[src/dpw_defines.vh]
// constants for the two-port window interrupt and power-fail block
`ifndef DPW_DEFINES_VH
`define DPW_DEFINES_VH
// register byte offsets
`define DPW_REG_CTRL_A     4'h0
`define DPW_REG_CTRL_B     4'h4
`define DPW_REG_STAT       4'h8
`define DPW_REG_MASK       4'hC
// control register fields (per port)
`define DPW_CTRL_IE        6
`define DPW_CTRL_MSG       7
`define DPW_CTRL_FAULT     15
`define DPW_CTRL_WARN      13
`define DPW_CTRL_RST       16'h0000
// status bits: 0/1 port a/b vector done, 2/3 port a/b peer power warn
`define DPW_EVT_W          4
`define DPW_EVT_RST        4'h0
// vector address reset value
`define DPW_VEC_RST        8'h00
// multiplexer input that carries the vector
`define DPW_MUX_VEC        3'h6
`define DPW_MUX_IDLE       3'h0
// handshake states
`define DPW_ST_IDLE        2'h0
`define DPW_ST_REQ         2'h1
`define DPW_ST_ACK         2'h2
`define DPW_ST_VEC         2'h3
`endif

[src/dpw_window_intr.v]
// two-port window interrupt, vector handshake and power-fail logic
// Function
// - Each port can interrupt for an access error or for a message from the other side.
// - The request is raised only on the top priority line br7.
// - An error is flagged when an access could not pass or the target bus is in power fail.
// - With intr_enable_bit set and a fault or message pending, the port requests the bus.
// - The internal request passes a priority select before it drives br7.
// - The arbiter answers with bg7 and the port acknowledges it with sack.
// - When the previous master frees the bus the port drops sack and raises bbsy and intr.
// - While the port is in state DPW_ST_VEC, read_path_select puts mux input 6 (vector) on the data lines.
// - On ssyn the port releases intr, bbsy and data and returns to idle.
// - The logic is duplicated for both buses with mirrored behaviour.
// - A window supply failure asserts ac lo and dc lo on both buses.
// - Ac lo on one bus shows as peer_power_warn, bit 13 of the other port's control register.
// - A peer power warning interrupts the observing port when intr_enable_bit is set.
// - A window access while the target bus has ac lo fails as an access error.
//
// Added by the designer: the Avalon-MM interface to the registers and the address map.
`timescale 1ns/1ps
`include "dpw_defines.vh"
module dpw_window_intr (
    // clock and reset
    input  wire        ref_clk,
    input  wire        rst,
    // avalon-mm slave
    input  wire [3:0]  avs_address,
    input  wire        avs_read,
    input  wire        avs_write,
    input  wire [31:0] avs_writedata,
    output reg  [31:0] avs_readdata,
    output reg         avs_waitrequest,
    // interrupt to local software
    output reg         irq,
    // priority select per port, 1 routes to br7
    input  wire [1:0]  prio_sel_br7,
    // window access attempts from each side (index = originating port)
    input  wire [1:0]  win_access_try,
    input  wire [1:0]  win_access_nopass,
    // per-port bus handshake, index 0 = bus a, 1 = bus b
    input  wire [1:0]  bus_bg7,
    input  wire [1:0]  bus_bbsy_in,
    input  wire [1:0]  bus_ssyn,
    input  wire [1:0]  bus_ac_lo,
    output reg  [1:0]  bus_br7,
    output reg  [1:0]  bus_sack,
    output reg  [1:0]  bus_bbsy,
    output reg  [1:0]  bus_intr,
    output reg  [15:0] bus_data_a,
    output reg  [15:0] bus_data_b,
    output reg  [1:0]  bus_data_oe_n,
    output reg  [5:0]  read_path_select,
    // power fail clamps
    input  wire        supply_fail,
    output reg  [1:0]  drv_ac_lo,
    output reg  [1:0]  drv_dc_lo
);

    // ****************************************************************
    // register storage
    // ****************************************************************
    // map, byte offsets:
    //   0x0 port a control, 0x4 port b control
    //     bit 6 intr_enable_bit, bit 7 message (set from the peer's word,
    //     cleared by a one in the own word), bit 8 vector lsb on read,
    //     bit 13 peer_power_warn (read only), bit 15 window_access_fault
    //     (written zero clears it), bits 23:16 vector on write
    //   0x8 event status, write one to clear
    //     bit 0/1 vector handed over on port a/b, bit 2/3 peer warning rose
    //   0xC event mask, same layout
    // per-port enable, message and fault flags
    reg  [1:0]  ie;
    reg  [1:0]  msg;
    reg  [1:0]  fault;
    // vector address words, lower byte only
    reg  [7:0]  vec_a;
    reg  [7:0]  vec_b;
    // sticky events, their mask and the one-cycle set pulses
    reg  [3:0]  evt;
    reg  [3:0]  evt_mask;
    reg  [3:0]  evt_set;
    // peer power warning as seen by each port
    reg  [1:0]  warn;

    // two-flop synchronisers for asynchronous bus inputs
    reg  [1:0]  bg_s1, bg_s2, ssyn_s1, ssyn_s2, bbsy_s1, bbsy_s2, ac_s1, ac_s2;
    always @(posedge ref_clk or posedge rst) begin
        if (rst) begin
            bg_s1   <= 2'h0;
            bg_s2   <= 2'h0;
            ssyn_s1 <= 2'h0;
            ssyn_s2 <= 2'h0;
            bbsy_s1 <= 2'h0;
            bbsy_s2 <= 2'h0;
            ac_s1   <= 2'h0;
            ac_s2   <= 2'h0;
        end else begin
            // first stage may go metastable; only the second stage is read
            bg_s1   <= bus_bg7;
            bg_s2   <= bg_s1;
            ssyn_s1 <= bus_ssyn;
            ssyn_s2 <= ssyn_s1;
            // bus busy from the previous master, seen two edges late
            bbsy_s1 <= bus_bbsy_in;
            bbsy_s2 <= bbsy_s1;
            // peer power warning, level only
            ac_s1   <= bus_ac_lo;
            ac_s2   <= ac_s1;
        end
    end

    // ****************************************************************
    // bus slave
    // ****************************************************************
    // a write lands on the edge where the master sees waitrequest low,
    // so the master and the registers agree on the one cycle that counts
    wire        wr_hit = avs_write & ~avs_waitrequest;
    // control fields live in the low half word
    wire [15:0] wd     = avs_writedata[15:0];

    // one wait cycle: each access is answered on the second edge;
    // readdata is loaded on the first edge and stands in the answer cycle,
    // which costs a cycle per access but keeps the read mux off the bus path
    always @(posedge ref_clk or posedge rst) begin
        if (rst) begin
            avs_waitrequest <= 1'b1;
            avs_readdata    <= 32'h0000_0000;
        end else begin
            if ((avs_read | avs_write) & avs_waitrequest) begin
                avs_waitrequest <= 1'b0;
            end else begin
                avs_waitrequest <= 1'b1;
            end
            // read word of the addressed register
            case (avs_address)
                `DPW_REG_CTRL_A: avs_readdata <= {16'h0000, fault[0], 1'b0, warn[0], 4'h0,
                                                  vec_a[0], msg[0], ie[0], 6'h00};
                `DPW_REG_CTRL_B: avs_readdata <= {16'h0000, fault[1], 1'b0, warn[1], 4'h0,
                                                  vec_b[0], msg[1], ie[1], 6'h00};
                `DPW_REG_STAT:   avs_readdata <= {28'h0000000, evt};
                `DPW_REG_MASK:   avs_readdata <= {28'h0000000, evt_mask};
                default:         avs_readdata <= 32'h0000_0000; // unmapped reads zero
            endcase
        end
    end

    // ****************************************************************
    // per-port control, causes and handshake
    // ****************************************************************
    // one copy per bus; index 0 is bus a, index 1 bus b. a port asks for
    // the bus only while its enable is set and a cause is pending, so a
    // cause that clears early withdraws the request before the grant.
    // the peer index 1-p gives the mirrored view of the other bus.
    genvar p;
    generate
        for (p = 0; p < 2; p = p + 1) begin : g_port
            // handshake state of this port
            reg  [1:0] st;
            wire       peer_ac  = ac_s2[1-p];
            wire [7:0] vec      = (p == 0) ? vec_a : vec_b;
            wire       ctl_wr   = wr_hit & (avs_address == ((p == 0) ? `DPW_REG_CTRL_A
                                                                      : `DPW_REG_CTRL_B));
            // a cause arriving while software clears it is kept
            wire       new_flt  = win_access_try[p] & (win_access_nopass[p] | peer_ac);
            wire       pend     = ie[p] & (fault[p] | msg[p] | warn[p]);
            // enable, fault, warning and message flags of this port
            always @(posedge ref_clk or posedge rst) begin
                if (rst) begin
                    ie[p]    <= 1'b0;
                    fault[p] <= 1'b0;
                    warn[p]  <= 1'b0;
                    msg[p]   <= 1'b0;
                end else begin
                    warn[p] <= peer_ac;
                    if (ctl_wr) ie[p] <= wd[`DPW_CTRL_IE];
                    if (new_flt) fault[p] <= 1'b1;
                    else if (ctl_wr & ~wd[`DPW_CTRL_FAULT]) fault[p] <= 1'b0;
                    if (wr_hit & (avs_address == ((p == 0) ? `DPW_REG_CTRL_B
                                                           : `DPW_REG_CTRL_A))
                        & wd[`DPW_CTRL_MSG]) msg[p] <= 1'b1;
                    else if (ctl_wr & wd[`DPW_CTRL_MSG]) msg[p] <= 1'b0;
                end
            end
            // request, grant, acknowledge, vector phase
            always @(posedge ref_clk or posedge rst) begin
                if (rst) begin
                    st                           <= `DPW_ST_IDLE;
                    bus_br7[p]                   <= 1'b0;
                    bus_sack[p]                  <= 1'b0;
                    bus_bbsy[p]                  <= 1'b0;
                    bus_intr[p]                  <= 1'b0;
                    // data lines released: output enable high
                    bus_data_oe_n[p]             <= 1'b1;
                    read_path_select[3*p+2 -: 3] <= `DPW_MUX_IDLE;
                    evt_set[p]                   <= 1'b0;
                end else begin
                    // done pulse lasts one cycle
                    evt_set[p] <= 1'b0;
                    case (st)
                        `DPW_ST_IDLE: begin
                            // request only through the priority select
                            bus_br7[p] <= pend & prio_sel_br7[p];
                            if (pend & prio_sel_br7[p]) st <= `DPW_ST_REQ;
                        end
                        `DPW_ST_REQ: begin
                            // cause gone before the grant: withdraw quietly
                            if (~pend) begin
                                bus_br7[p] <= 1'b0;
                                st         <= `DPW_ST_IDLE;
                            end else if (bg_s2[p]) begin
                                // grant seen: drop the request, acknowledge
                                bus_br7[p]  <= 1'b0;
                                bus_sack[p] <= 1'b1;
                                st          <= `DPW_ST_ACK;
                            end
                        end
                        `DPW_ST_ACK: begin
                            // wait for the previous master to let go of busy
                            if (~bbsy_s2[p]) begin
                                bus_sack[p]                  <= 1'b0;
                                bus_bbsy[p]                  <= 1'b1;
                                bus_intr[p]                  <= 1'b1;
                                read_path_select[3*p+2 -: 3] <= `DPW_MUX_VEC;
                                bus_data_oe_n[p]             <= 1'b0;
                                st                           <= `DPW_ST_VEC;
                            end
                        end
                        `DPW_ST_VEC: begin
                            // vector taken: release everything at once
                            if (ssyn_s2[p]) begin
                                bus_bbsy[p] <= 1'b0;
                                bus_intr[p] <= 1'b0;
                                bus_data_oe_n[p] <= 1'b1;
                                read_path_select[3*p+2 -: 3] <= `DPW_MUX_IDLE;
                                evt_set[p] <= 1'b1;
                                st <= `DPW_ST_IDLE;
                            end
                        end
                        default: st <= `DPW_ST_IDLE;
                    endcase
                end
            end
            // vector onto the data lines; each port owns its own word so
            // that no register has two writers
            if (p == 0) begin : g_data_a
                // loaded while waiting for busy, held through the vector phase
                always @(posedge ref_clk or posedge rst) begin
                    if (rst) begin
                        bus_data_a <= 16'h0000;
                    end else begin
                        bus_data_a <= (st == `DPW_ST_ACK) ? {8'h00, vec} :
                                      ((st == `DPW_ST_VEC) ? bus_data_a : 16'h0000);
                    end
                end
            end else begin : g_data_b
                // mirror of port a on the second bus
                always @(posedge ref_clk or posedge rst) begin
                    if (rst) begin
                        bus_data_b <= 16'h0000;
                    end else begin
                        bus_data_b <= (st == `DPW_ST_ACK) ? {8'h00, vec} :
                                      ((st == `DPW_ST_VEC) ? bus_data_b : 16'h0000);
                    end
                end
            end
            // warning rising edge is an event; warn resets low like the
            // idle level of the pin, so no false edge follows reset
            always @(posedge ref_clk or posedge rst) begin
                if (rst) evt_set[p+2] <= 1'b0;
                else     evt_set[p+2] <= peer_ac & ~warn[p];
            end
        end
    endgenerate

    // ****************************************************************
    // vector registers, status, mask, interrupt, power fail
    // ****************************************************************
    always @(posedge ref_clk or posedge rst) begin
        if (rst) begin
            vec_a     <= `DPW_VEC_RST;
            vec_b     <= `DPW_VEC_RST;
            evt       <= `DPW_EVT_RST;
            evt_mask  <= `DPW_EVT_RST;
            irq       <= 1'b0;
            drv_ac_lo <= 2'h0;
            drv_dc_lo <= 2'h0;
        end else begin
            // vector is taken from bits 23:16 of the avalon write data
            if (wr_hit & (avs_address == `DPW_REG_CTRL_A)) vec_a <= avs_writedata[23:16];
            if (wr_hit & (avs_address == `DPW_REG_CTRL_B)) vec_b <= avs_writedata[23:16];
            if (wr_hit & (avs_address == `DPW_REG_MASK)) evt_mask <= avs_writedata[3:0];
            // set wins over write-one-to-clear
            if (wr_hit & (avs_address == `DPW_REG_STAT))
                evt <= (evt & ~avs_writedata[3:0]) | evt_set;
            else
                evt <= evt | evt_set;
            // level output from a flop: one cycle behind the status
            irq <= |(evt & evt_mask);
            // clamps follow the supply one cycle later on both buses
            drv_ac_lo <= {2{supply_fail}};
            drv_dc_lo <= {2{supply_fail}};
        end
    end

endmodule // dpw_window_intr

[config.mk]
export PLATFORM = sky130hd
export DESIGN_NAME = dpw_window_intr
export DESIGN_NICKNAME = d
export VERILOG_FILES = /design/src/dpw_window_intr.v
export VERILOG_INCLUDE_DIRS = /design/src
export SDC_FILE = /design/constraint.sdc
export NUM_CORES = 1
export LEC_CHECK = 0
export BUFFER_PORTS_ARGS = -buffer_cell sky130_fd_sc_hd__buf_2
export CORE_MARGIN = 3
export CORE_UTILIZATION = 39
export CTS_BUF_LIST = sky130_fd_sc_hd__clkbuf_4
export CTS_CLUSTER_DIAMETER = 100
export DETAILED_ROUTE_END_ITERATION = 8
export PLACE_DENSITY = 0.65
export RECOVER_POWER = 25
export SYNTH_ARGS = -nofsm -noshare
export SYNTH_HDL_FRONTEND = slang
export SYNTH_SLANG_ARGS = --single-unit
[constraint.sdc]
create_clock -name ref_clk -period 8.4 [get_ports ref_clk]
set_input_delay 2.52 -clock ref_clk [delete_from_list [all_inputs] [get_ports ref_clk]]
set_output_delay 2.52 -clock ref_clk [all_outputs]
set_load 0.02 [all_outputs]
=== Word level (Yosys, flattened, before mapping) ===
Index checks and enable logic that the tools add are counted.

* Output and inout port bits: 86
* Latch bits: 0
* Flip-flop bits (word level): 137
* RAM bits: 0
* Input bits: 55
* Bits in read-only memories: 0
* Memories: 0

* Eq/ne operators: 23
* Shifts and indexed selects: 0
* Add/subtract/negate cells: 0
* Multipliers: 0
* Mux-type cells: 61
* Div/mod/pow operators: 0
* Order comparisons: 0
* Reductions and logical operators: 21
* Bitwise gates (word level): 34

{| class="wikitable"
|+ Operator list
! operator !! number
|-
| $mux W16 || 4
|-
| $pmux W16 S4 || 1
|-
| $mux W1 || 29
|-
| $mux W2 || 10
|-
| $ne A2 B2 Y1 const B || 10
|-
| $and A1 B1 Y1 || 18
|-
| $reduce_bool A2 Y1 || 9
|-
| $pmux W1 S2 || 8
|-
| $pmux W2 S4 || 2
|-
| $reduce_and A4 Y1 || 4
|-
| $mux W3 || 4
|-
| $pmux W3 S2 || 2
|-
| $and A4 B4 Y4 || 2
|-
| $eq A2 B2 Y1 const B || 4
|-
| $eq A4 B4 Y1 const B || 2
|-
| $or A4 B4 Y4 || 2
|-
| $or A1 B1 Y1 || 7
|-
| $ne A3 B3 Y1 const B || 2
|-
| $reduce_and A3 Y1 || 2
|-
| $eq A2 B1 Y1 const B || 2
|-
| $eq A4 B3 Y1 const B || 1
|-
| $logic_not A2 Y1 || 2
|-
| $logic_not A4 Y1 || 1
|-
| $mux W4 || 1
|-
| 5 further kinds || 10
|}

=== Logic depth before layout (Yosys ltp) ===
Gate-level depths: netlist (run 1).

* Word-level depth: 6
* Mapped depth: 5
* Depth with buffers taken out: 3

=== Least setup slack after synthesis (run 1) ===
No wires, ideal clock.

* Path kind: input to register
* From: input avs_address[1]
* To: register vec_a[0], in the netlist g_port[0].vec[0]
* Cell stages on the path: 4
* Data required time: 8275 ps
* Slack: 4475 ps
* Data arrival time: 3800 ps
* Path buffers: 1
* Cells stage by stage: or4b_4 > or3_1 > buf_6 > mux2_4

* Cells in the longest elaborated chain, start to end: 2

{| class="wikitable"
|+ Ends and longest elaborated chain
! what !! line !! text
|-
| from (decl) || dpw_window_intr.v:26 || <nowiki>input wire [3:0] avs_address,</nowiki>
|-
| $logic_not A4 Y1 || -- ||
|-
| $and A1 B1 Y1 || dpw_window_intr.v:288 || <nowiki>if (wr_hit & (avs_address == `DPW_REG_CTRL_A)) vec_a <= avs_writedata[23:16];</nowiki>
|-
| to (signal assigned) || dpw_window_intr.v:279 || <nowiki>vec_a <= `DPW_VEC_RST;</nowiki>
|-
| to (signal assigned) || dpw_window_intr.v:288 ||
|-
| to (decl) || dpw_window_intr.v:75 || <nowiki>reg [7:0] vec_a;</nowiki>
|}

Every way passes these cells.
A chain may end at the register's enable or synchronous reset.

=== Final worst setup path (run 1) ===
* From: input avs_address[2]
* To: register vec_b[3], in the netlist g_port[1].vec[3]

* Cells in the longest elaborated chain, start to end: 2

{| class="wikitable"
|+ Ends and longest elaborated chain
! what !! line !! text
|-
| $eq A4 B3 Y1 || -- ||
|-
| $and A1 B1 Y1 || dpw_window_intr.v:289 || <nowiki>if (wr_hit & (avs_address == `DPW_REG_CTRL_B)) vec_b <= avs_writedata[23:16];</nowiki>
|-
| to (signal assigned) || dpw_window_intr.v:280 || <nowiki>vec_b <= `DPW_VEC_RST;</nowiki>
|-
| to (signal assigned) || dpw_window_intr.v:289 ||
|-
| to (decl) || dpw_window_intr.v:76 || <nowiki>reg [7:0] vec_b;</nowiki>
|}

Every way passes these cells.

==> reports/results.ini, run 1 <==
[layout]
final_cells=523
multi_input_area_sq_um=1320
finish.net_count=440
fin_area_sq_um=4348
layout-drive-gt1-share_pct=31.54
fillers=935
layout_commonest_cell=dfrtp_1
num_antenna_cells=0
layout_common_cells=dfrtp_1, buf_2, conb_1
regArea_sq_um=2306
area_delta_synth_final_pct=10.60

[logic_synthesis]
syn_area_sq_um=3931
yosys.area.top_type=dfrtp_1
ys_top_cells_by_area=dfrtp_1, buf_4, mux2_4
synth.distinct_cells=37
synth_cells=312
seq_area_frac_synth_pct=58.66
syn_avg_cell_area_sq_um=12.60
synth_ff_type=dfrtp_1
synthArstFlopShare_pct=100.0
ys_warn_count=0
synth_top_cell_area_share_pct=56.65
ys_ff_latch=92
synth_edf_count=0

[clock_tree]
worstSkewPairLatency_ps=430
tritoncts=yes
clkTransAtPathRegs_ps=140
cts_max_level=3
cts_hold_buf=0
cts.sinks=92
post_cts_buffers=0
clockBufferDepth=2
root_buffer=clkbuf_4
cts_inserted_buffers=9
cts_resized=0

[critical_path]
cp.required_ps=8720
reg2regPathDepth=3
worstPathMaxFanout=14
crit_path_start_kind=input pin
timing.rr.start=avs_waitrequest
cp_slowest_stage_delay_ps=720
crit_chain=clkbuf_1 > inv_1 > or3_1 > mux2_4
cp_data_arrival_time_ps=4590
reg2reg_slack_ps=6290
cp.buffers_inverters=2
path_class=input pin to register
startpoint=avs_address[2]
rr_endpoint=evt_mask[0]
end_kind=register
critPathSlowestCell=or3_1
critical_path.top_delay_family=buffers and inverters

[run]
drv_cap=0

[sta]
slew_viol_final=0
fmax_mhz=234.6
min_period_ps=4263
hold_violations=0
period_share_pct=50.75
max_slew_margin_pct=25.69
rsz0062_at_grt=no
setup_viol=0
fin_setup_tns_ps=0
skew_ps=19.36
worst_slew_pin_slew_ps=1115
worst_slack_ps=4137

[power]
p_seq_share_pct=55.7
power.switching_w=0.0003776
p_int_w=0.0006977
swShare_pct=35.12
pwr_density_cell_nw_per_um2=247.3
pwr-share-clk_pct=20.2
p_comb_share_pct=24.1
ir_drop_mv=0.1080
power.leakage_nw=2.205

[routing]
vias=2360
drt_first_pass_iters=4
wl_per_cell_um=13.87
final_antenna_net_count=0
wl_um=7253
avgViaCountPerCell=4.512
drc=0
first_iter_violations=51

[floorplanning]
rows=36
die_y_um=106.4
start_util_pct=40.22
core_sq_um=9774
die_area_sq_um=11320
design.portCount=141
die_width_um=106.4

[grt]
grt_pass1_wl_um=11430
grt_pass1_vias=2329
antenna_found_initial=1
grt_start_max_net_pins=93
grt_util_all_layers_pct=13.01
gr-total-overflow=0

[placement]
dp_hpwl_um=5123
dpl_cell_area_sq_um=4234
numPortBuffers=82
pre_cts_ws_ps=4038
gp_congestion=0.7259
placed_cells=507

[min_path]
hold_path_end=ssyn_s2[1]
holdCritStartpoint=ssyn_s1[1]
hold_path.class=register to register
min_path_cells=0

[run_status]
outcome=finished clean

-- kinds of logic after synthesis --
kind of cell           count (synthesis)  share of synthesized area (%)
flip-flops                            92                          58.66
AND/OR/NAND/NOR                       69                          9.038
AO/OA/AOI/OAI                         33                          5.410
buffers and inverters                 67                          11.58
multiplexers                          50                          15.21
other                                  1                        0.09539
-- power groups by stage --
stage	sequential (W)	combinational (W)	clock (W)
3_3_place_gp	0.000606	0.000257	0
6_report	0.000599	0.000259	0.000217
4_1_cts	0.000602	0.000263	0.000224
3_5_place_dp	0.000610	0.000263	0
2_1_floorplan	0.000594	0.000213	0
5_1_grt	0.000615	0.000287	0.000243
-- area by class of cell --
cell class              instances  area share (%)
clock buffers                   9           1.554
repair buffers                 83           9.496
flip-flops and latches         92           53.04
inverters                       6          0.5468
multi-input cells             193           30.36
clock inverters                 7           1.180
well taps                     133           3.827
-- registers in the layout, summed over array words and instances, names as in the netlist, 4 cells and up, named ones only --
| signal | cells |
|---|---|
| g_port.vec | 16 |
| bus_data_a | 8 |
| evt_set | 4 |
| evt_mask | 4 |
| avs_readdata | 9 |
| bus_data_b | 8 |
| evt | 4 |
-- metal layers --
layer  GRT usage, %  vias up  part of all wire (%)
met3          4.675       11                   7.0
met4          4.163        2                   1.2
met2          20.54       74                    47
met5              0        -                 0.097
li1               -     1117                     -
met1          16.73     1156                    45
-- through the flow --
step	util, %	power, W	hold slack (ps)
after floorplan	-	0.0008074	331.2
after global placement	43.32	0.0008635	332.3
after detailed placement	43.32	0.0008726	334.7
after CTS	44.53	0.001088	366.8
after global routing	44.48	0.001145	373.0
final	44.48	0.001075	364.6
-- how the worst max path moves through the flow --
stage / end / slack (ps) / cells past startpoint
after detailed placement: g_port[0].vec[1] / 4040 / 4
final: g_port[1].vec[3] / 4140 / 4
after global placement: g_port[1].vec[7] / 4050 / 4
after global routing: g_port[1].vec[3] / 4050 / 4
after CTS: g_port[0].vec[1] / 4530 / 4
after floorplan: async pin / 3490 / 1
-- cell usage after synthesis (3+ instances only) --
library cell	instances
dfstp_2	3
a21oi_1	7
inv_1	5
clkbuf_1	7
dfrtp_1	89
o21ai_0	9
nand2b_1	4
nand4_1	4
mux2i_1	26
buf_4	50
nor2b_1	12
a21o_1	4
nand2_1	14
mux2_4	18
nor2_1	23
mux2_2	6
or3_1	3
(Power assumes the default switching activity.)
==> run 2: changes to the inputs <==
- PLACE_DENSITY: 0.65 -> 0.68
- clock period: 8.4 -> 3.7 ns (I/O delays scaled with it)
==> run 2 against run 1 <==
Net effect: the run now ends with max-capacitance violations, max-slew violations left; highest routed layer unchanged; utilization increased by 0.15 points; non-clock buffer count grew 1; count of clock-buffer cells in the layout stayed put; first-iteration DRC count is 2.0% higher; sequential power is 130% higher; largest power group unchanged; die area did not move; wire length down 0.25%; via count grew 0.42%; setup slack worse by 2900 ps; largest cell class unchanged; register-to-register slack worse by 4700 ps; combinational power rose by 130%; global-route usage increased by 0.13 points.
==> reports/results.ini, run 2 (synthesis gave the netlist of run 1 again) <==
[sta]
skew_ps=20.30  ; +0.9379 ps
max_slew_margin_pct=-25.39  ; -51 points
rsz0062_at_grt=no
period_share_pct=67.07
setup_viol=0  ; unchanged
fin_setup_tns_ps=0  ; unchanged
hold_violations=0  ; unchanged
worst_slew_pin_slew_ps=1871  ; +755.9 ps
slew_viol_final=43  ; +43
min_period_ps=2482
fmax_mhz=403.0

[layout]
num_antenna_cells=0  ; unchanged
layout_common_cells=dfrtp_1, buf_2, conb_1
finish.net_count=441  ; +0.23%
area_delta_synth_final_pct=10.98
layout_commonest_cell=dfrtp_1
layout-drive-gt1-share_pct=32.56  ; +1.0 points
final_core_util_pct=44.64  ; +0.15 points
multi_input_area_sq_um=1320  ; unchanged
largest_reg_flops=16  ; unchanged
regArea_sq_um=2306  ; unchanged
fillers=954  ; +2.0%

[clock_tree]
cts_inserted_buffers=9  ; unchanged
clockBufferDepth=2  ; unchanged
cts_hold_buf=0  ; unchanged
post_cts_buffers=0  ; unchanged
root_buffer=clkbuf_4
cts_resized=0  ; unchanged
clkTransAtPathRegs_ps=130  ; about the same
cts_max_level=3  ; unchanged
tritoncts=yes
cts.sinks=92  ; unchanged
worstSkewPairLatency_ps=430  ; about the same

[min_path]
holdCritStartpoint=bbsy_s1[1]
min_path_cells=0  ; unchanged
hold_path.class=register to register
hold_path_end=bbsy_s2[1]

[grt]
grt_pass1_vias=2323  ; -0.26%
grt_util_all_layers_pct=13.14  ; +0.13 points
grt_start_max_net_pins=51  ; -45%
gr-total-overflow=0  ; unchanged
grt_pass1_wl_um=11660  ; +2.1%
antenna_found_initial=1  ; unchanged

[run]
drv_cap=1  ; +1

[floorplanning]
die_area_sq_um=11320  ; unchanged
core_sq_um=9774  ; unchanged
design.portCount=141  ; unchanged
rows=36  ; unchanged
start_util_pct=40.22  ; unchanged
die_width_um=106.4  ; unchanged
die_y_um=106.4  ; unchanged

[critical_path]
path_class=input pin to register
critPathSlowestCell=or3_1
end_kind=register
cp_data_arrival_time_ps=2790  ; -1800 ps
rr_endpoint=g_port[1].vec[2]
cp_slowest_stage_delay_ps=610  ; -110 ps
worstPathMaxFanout=9  ; -5
cp.required_ps=4010  ; -4710 ps
reg2reg_slack_ps=1600  ; -4690 ps
crit_path_start_kind=input pin
timing.rr.start=avs_waitrequest
reg2regPathDepth=3  ; unchanged
crit_chain=buf_2 > or4b_4 > or3_1 > mux2_4

[routing]
vias=2370  ; +0.42%
drc=0  ; unchanged
drt_first_pass_iters=4  ; unchanged
avgViaCountPerCell=4.532  ; +0.42%
first_iter_violations=52  ; +2.0%
wl_um=7235  ; -0.25%
final_antenna_net_count=0  ; unchanged
wl_per_cell_um=13.83  ; -0.25%

[power]
ir_drop_mv=0.2960  ; +170%
pwr_density_cell_nw_per_um2=553.8  ; +120%
power.leakage_nw=2.214  ; +0.39%

[run_status]
violations=max-capacitance violations, max-slew violations
outcome=complete, but fails checks

[placement]
numPortBuffers=82  ; unchanged
dp_hpwl_um=5211  ; +1.7%
gp_congestion=0.7776  ; +7.1%

run 2: cell types whose count changed in the layout (fill, tap and decap cells not counted), sizes merged:
cell      delta
buf          +5
clkbuf       -4
clkinv       -2
clkinvlp     +2
inv          -1
run 2: per-layer routing:
layer	vias to the layer above	track usage [%]	share of wire, %	wire [um]
li1	1116	-	-	-
met1	1159	16.08	41	2985
met2	85	22.17	50	3643
met3	8	4.614	7.3	526
met4	2	3.330	1.0	72
met5	-	0	0.097	7
run 2: area by class of cell:
cell class,count,share of cell area [%]
multi-input combinational,193,30.26
sequential,92,52.85
timing repair buffer,84,10.04
inverter,6,0.5449
clock inverter,6,0.9464
clock buffer,9,1.549
tap,133,3.814
run 2: how the worst max path moves through the flow:
stage                       end  depth (start not counted)  slack (ps)           start
3_5_place_dp   g_port[1].vec[4]                          4         770  avs_address[1]
4_1_cts        g_port[1].vec[4]                          4        1230  avs_address[1]
2_1_floorplan         async pin                          1         200             rst
6_report       g_port[1].vec[2]                          4        1220  avs_address[1]
3_3_place_gp   g_port[1].vec[2]                          4         780  avs_address[1]
5_1_grt        g_port[1].vec[4]                          4        1220  avs_address[1]
run 2: report_power, final:
group          switching [W]  internal [W]
Combinational       0.000319      0.000275
Clock               0.000330      0.000135
Sequential          0.000188       0.00117
run 2: stage by stage:
step,hold WS (ps),setup slack (ps),cell area (sq um),power (W),std cells
after global placement,331.1,784.7,4254,0.001958,508
after global routing,374.4,1223,4363,0.002576,523
final,364.9,1218,4363,0.002416,523
after CTS,367.5,1235,4363,0.002457,523
after detailed placement,334.7,766.2,4254,0.001983,508
after floorplan,331.2,203.0,4081,0.001833,352
run 2: critical path: cells and delay by family:
| kind | cells | cell delay, ps |
|---|---|---|
| and+or+nand+nor | 2 | 1160 |
| muxes | 1 | 400 |
| buffers and inverters | 1 | 120 |
==> run 3: changes to the inputs <==
- clock period: 3.7 -> 2.2 ns (I/O delays scaled with it)
==> run 3 against run 2 <==
Net effect: the flow now finishes without violations; utilization up 0.74 points; critical path depth unchanged; sequential cell count unchanged; cell count up 1.7%; wire length down 0.95%; critical path type is now register to register; largest cell class unchanged.
==> reports/results.ini, run 3 (synthesis gave the netlist of run 1 again) <==
[run_status]
outcome=finished clean

[sta]
setup_viol=0  ; unchanged
worst_slew_pin_slew_ps=1189  ; -682.0 ps
skew_ps=13.57  ; -6.724 ps
period_share_pct=87.63
slew_viol_final=0  ; -100%
fin_setup_tns_ps=0  ; unchanged
fmax_mhz=518.7
hold_violations=0  ; unchanged
max_slew_margin_pct=20.76  ; +46 points
min_period_ps=1928
rsz0062_at_grt=no

[layout]
final_core_util_pct=45.38  ; +0.74 points
layout_commonest_cell=dfrtp_1
layout-drive-gt1-share_pct=33.58  ; +1.0 points
layout_common_cells=dfrtp_1, buf_2, conb_1
num_antenna_cells=0  ; unchanged
finish.net_count=449  ; +1.8%
area_delta_synth_final_pct=12.83
fillers=932  ; -2.3%
largest_reg_flops=16  ; unchanged
final_cells=532  ; +1.7%

[critical_path]
critPathSlowestCell=or4b_4
cp.buffers_inverters=1  ; unchanged
crit_chain=or4b_4 > or3_1 > buf_4 > mux2_4
crit_path_start_kind=register
worstPathMaxFanout=9  ; unchanged
critical_path.top_delay_family=simple AND/OR/NAND/NOR gates
cp_slowest_stage_delay_ps=560  ; -50 ps
end_kind=register
path_class=register to register
cp_data_arrival_time_ps=2240  ; -550 ps
cp.required_ps=2510  ; -1500 ps

[floorplanning]
rows=36  ; unchanged
die_width_um=106.4  ; unchanged
die_area_sq_um=11320  ; unchanged
die_y_um=106.4  ; unchanged
start_util_pct=40.22  ; unchanged
core_sq_um=9774  ; unchanged
design.portCount=141  ; unchanged

[grt]
grt_start_max_net_pins=93  ; +82%
gr-total-overflow=0  ; unchanged
grt_pass1_vias=2290  ; -1.4%
antenna_found_initial=1  ; unchanged
grt_util_all_layers_pct=13.26  ; +0.12 points
met2_usage_pct=21.13  ; -1.0 points
grt_util_met1_pct=16.95  ; +0.87 points
use_met3_pct=4.493  ; -0.12 points
grt_pass1_wl_um=11720  ; +0.53%
top_usage_layer=met2

[power]
ir_drop_mv=0.4393  ; +48%
p_comb_share_pct=24.0  ; -0.6 points
p_int_w=0.002775  ; +76%
swShare_pct=33.58  ; -1.1 points
pwr-share-clk_pct=21.4  ; +2.2 points
power.switching_w=0.001403  ; +68%
pwr_density_cell_nw_per_um2=941.8  ; +70%
power.leakage_nw=2.263  ; +2.2%
p_seq_share_pct=54.6  ; -1.6 points

[clock_tree]
cts_inserted_buffers=9  ; unchanged
post_cts_buffers=0  ; unchanged
worstSkewPairLatency_ps=420  ; about the same
cts.sinks=92  ; unchanged
tritoncts=yes
root_buffer=clkbuf_4
cts_max_level=3  ; unchanged
cts_resized=0  ; unchanged
clkTransAtPathRegs_ps=140  ; about the same
cts_hold_buf=0  ; unchanged
clockBufferDepth=2  ; unchanged

[min_path]
hold_path.class=input pin to register

[routing]
wl_um=7166  ; -0.95%
wl_per_cell_um=13.47  ; -2.6%
drc=0  ; unchanged
vias=2426  ; +2.4%
drt_first_pass_iters=4  ; unchanged
avgViaCountPerCell=4.560  ; +0.63%
final_antenna_net_count=0  ; unchanged
first_iter_violations=52  ; unchanged

[placement]
gp_congestion=0.7699  ; -0.99%
placed_cells=516  ; +1.6%
dp_hpwl_um=5134  ; -1.5%
numPortBuffers=82  ; unchanged

[run]
drv_cap=0  ; -1

==> run 3: cell types whose count changed in the layout (fill, tap and decap cells not counted), sizes merged <==
cell / change
clkbuf: +2
clkinvlp: -2
clkinv: +2
buf: +6
bufinv: +1
==> run 3: worst paths after layout <==
path                                 start                to  slack [ps]  cells past startpoint
setup reg to reg           avs_waitrequest  g_port[0].vec[7]         270                      4
max in group asynchronous              rst     bus_data_a[6]         800                      3
hold reg to reg                 ssyn_s1[1]        ssyn_s2[1]         360                      0
hold / removal                bus_ac_lo[1]          ac_s1[1]         330                      1
setup / recovery           avs_waitrequest  g_port[0].vec[7]         270                      4
min in group asynchronous              rst       bus_sack[0]         660                      3
==> run 3: per-layer routing <==
layer	routed length [um]	vias to the layer above
met5	20	-
li1	-	1129
met3	499	11
met4	82	2
met1	2978	1199
met2	3585	85
==> run 3: cell type report <==
class	count	area, sq um	area share, %
tap	133	166.4	3.752
sequential	92	2306	51.99
clock buffer	9	67.56	1.523
clock inverter	7	65.06	1.467
inverter	6	26.28	0.5924
multi-input combinational	193	1320	29.76
timing repair buffer	92	484.2	10.92
==> run 3: power groups by stage <==
stage,Clock [W],Sequential (W),Combinational [W]
after floorplan,0,0.00227,0.000814
after global placement,0,0.00231,0.000992
after detailed placement,0,0.00232,0.00101
after CTS,0.000942,0.00229,0.00102
after global routing,0.00102,0.00234,0.00110
final,0.000894,0.00228,0.00100
==> run 3: worst register-to-register path, delay by kind of cell, from the launching register on <==
family        cells  cell delay, ps
mux               1             310
buf+inv           1             210
flops             1             410
simple gates      2             890
==> run 3: through the flow <==
step	hold slack, ps	area (sq um)	setup slack (ps)	power, W
after floorplan	331.2	4085	135.2	0.003083
after global placement	331.3	4317	-69.32	0.003299
after detailed placement	334.7	4317	-71.46	0.003337
after CTS	295.9	4449	276.5	0.004251
after global routing	274.1	4436	200.1	0.004460
final	329.1	4436	272.2	0.004177
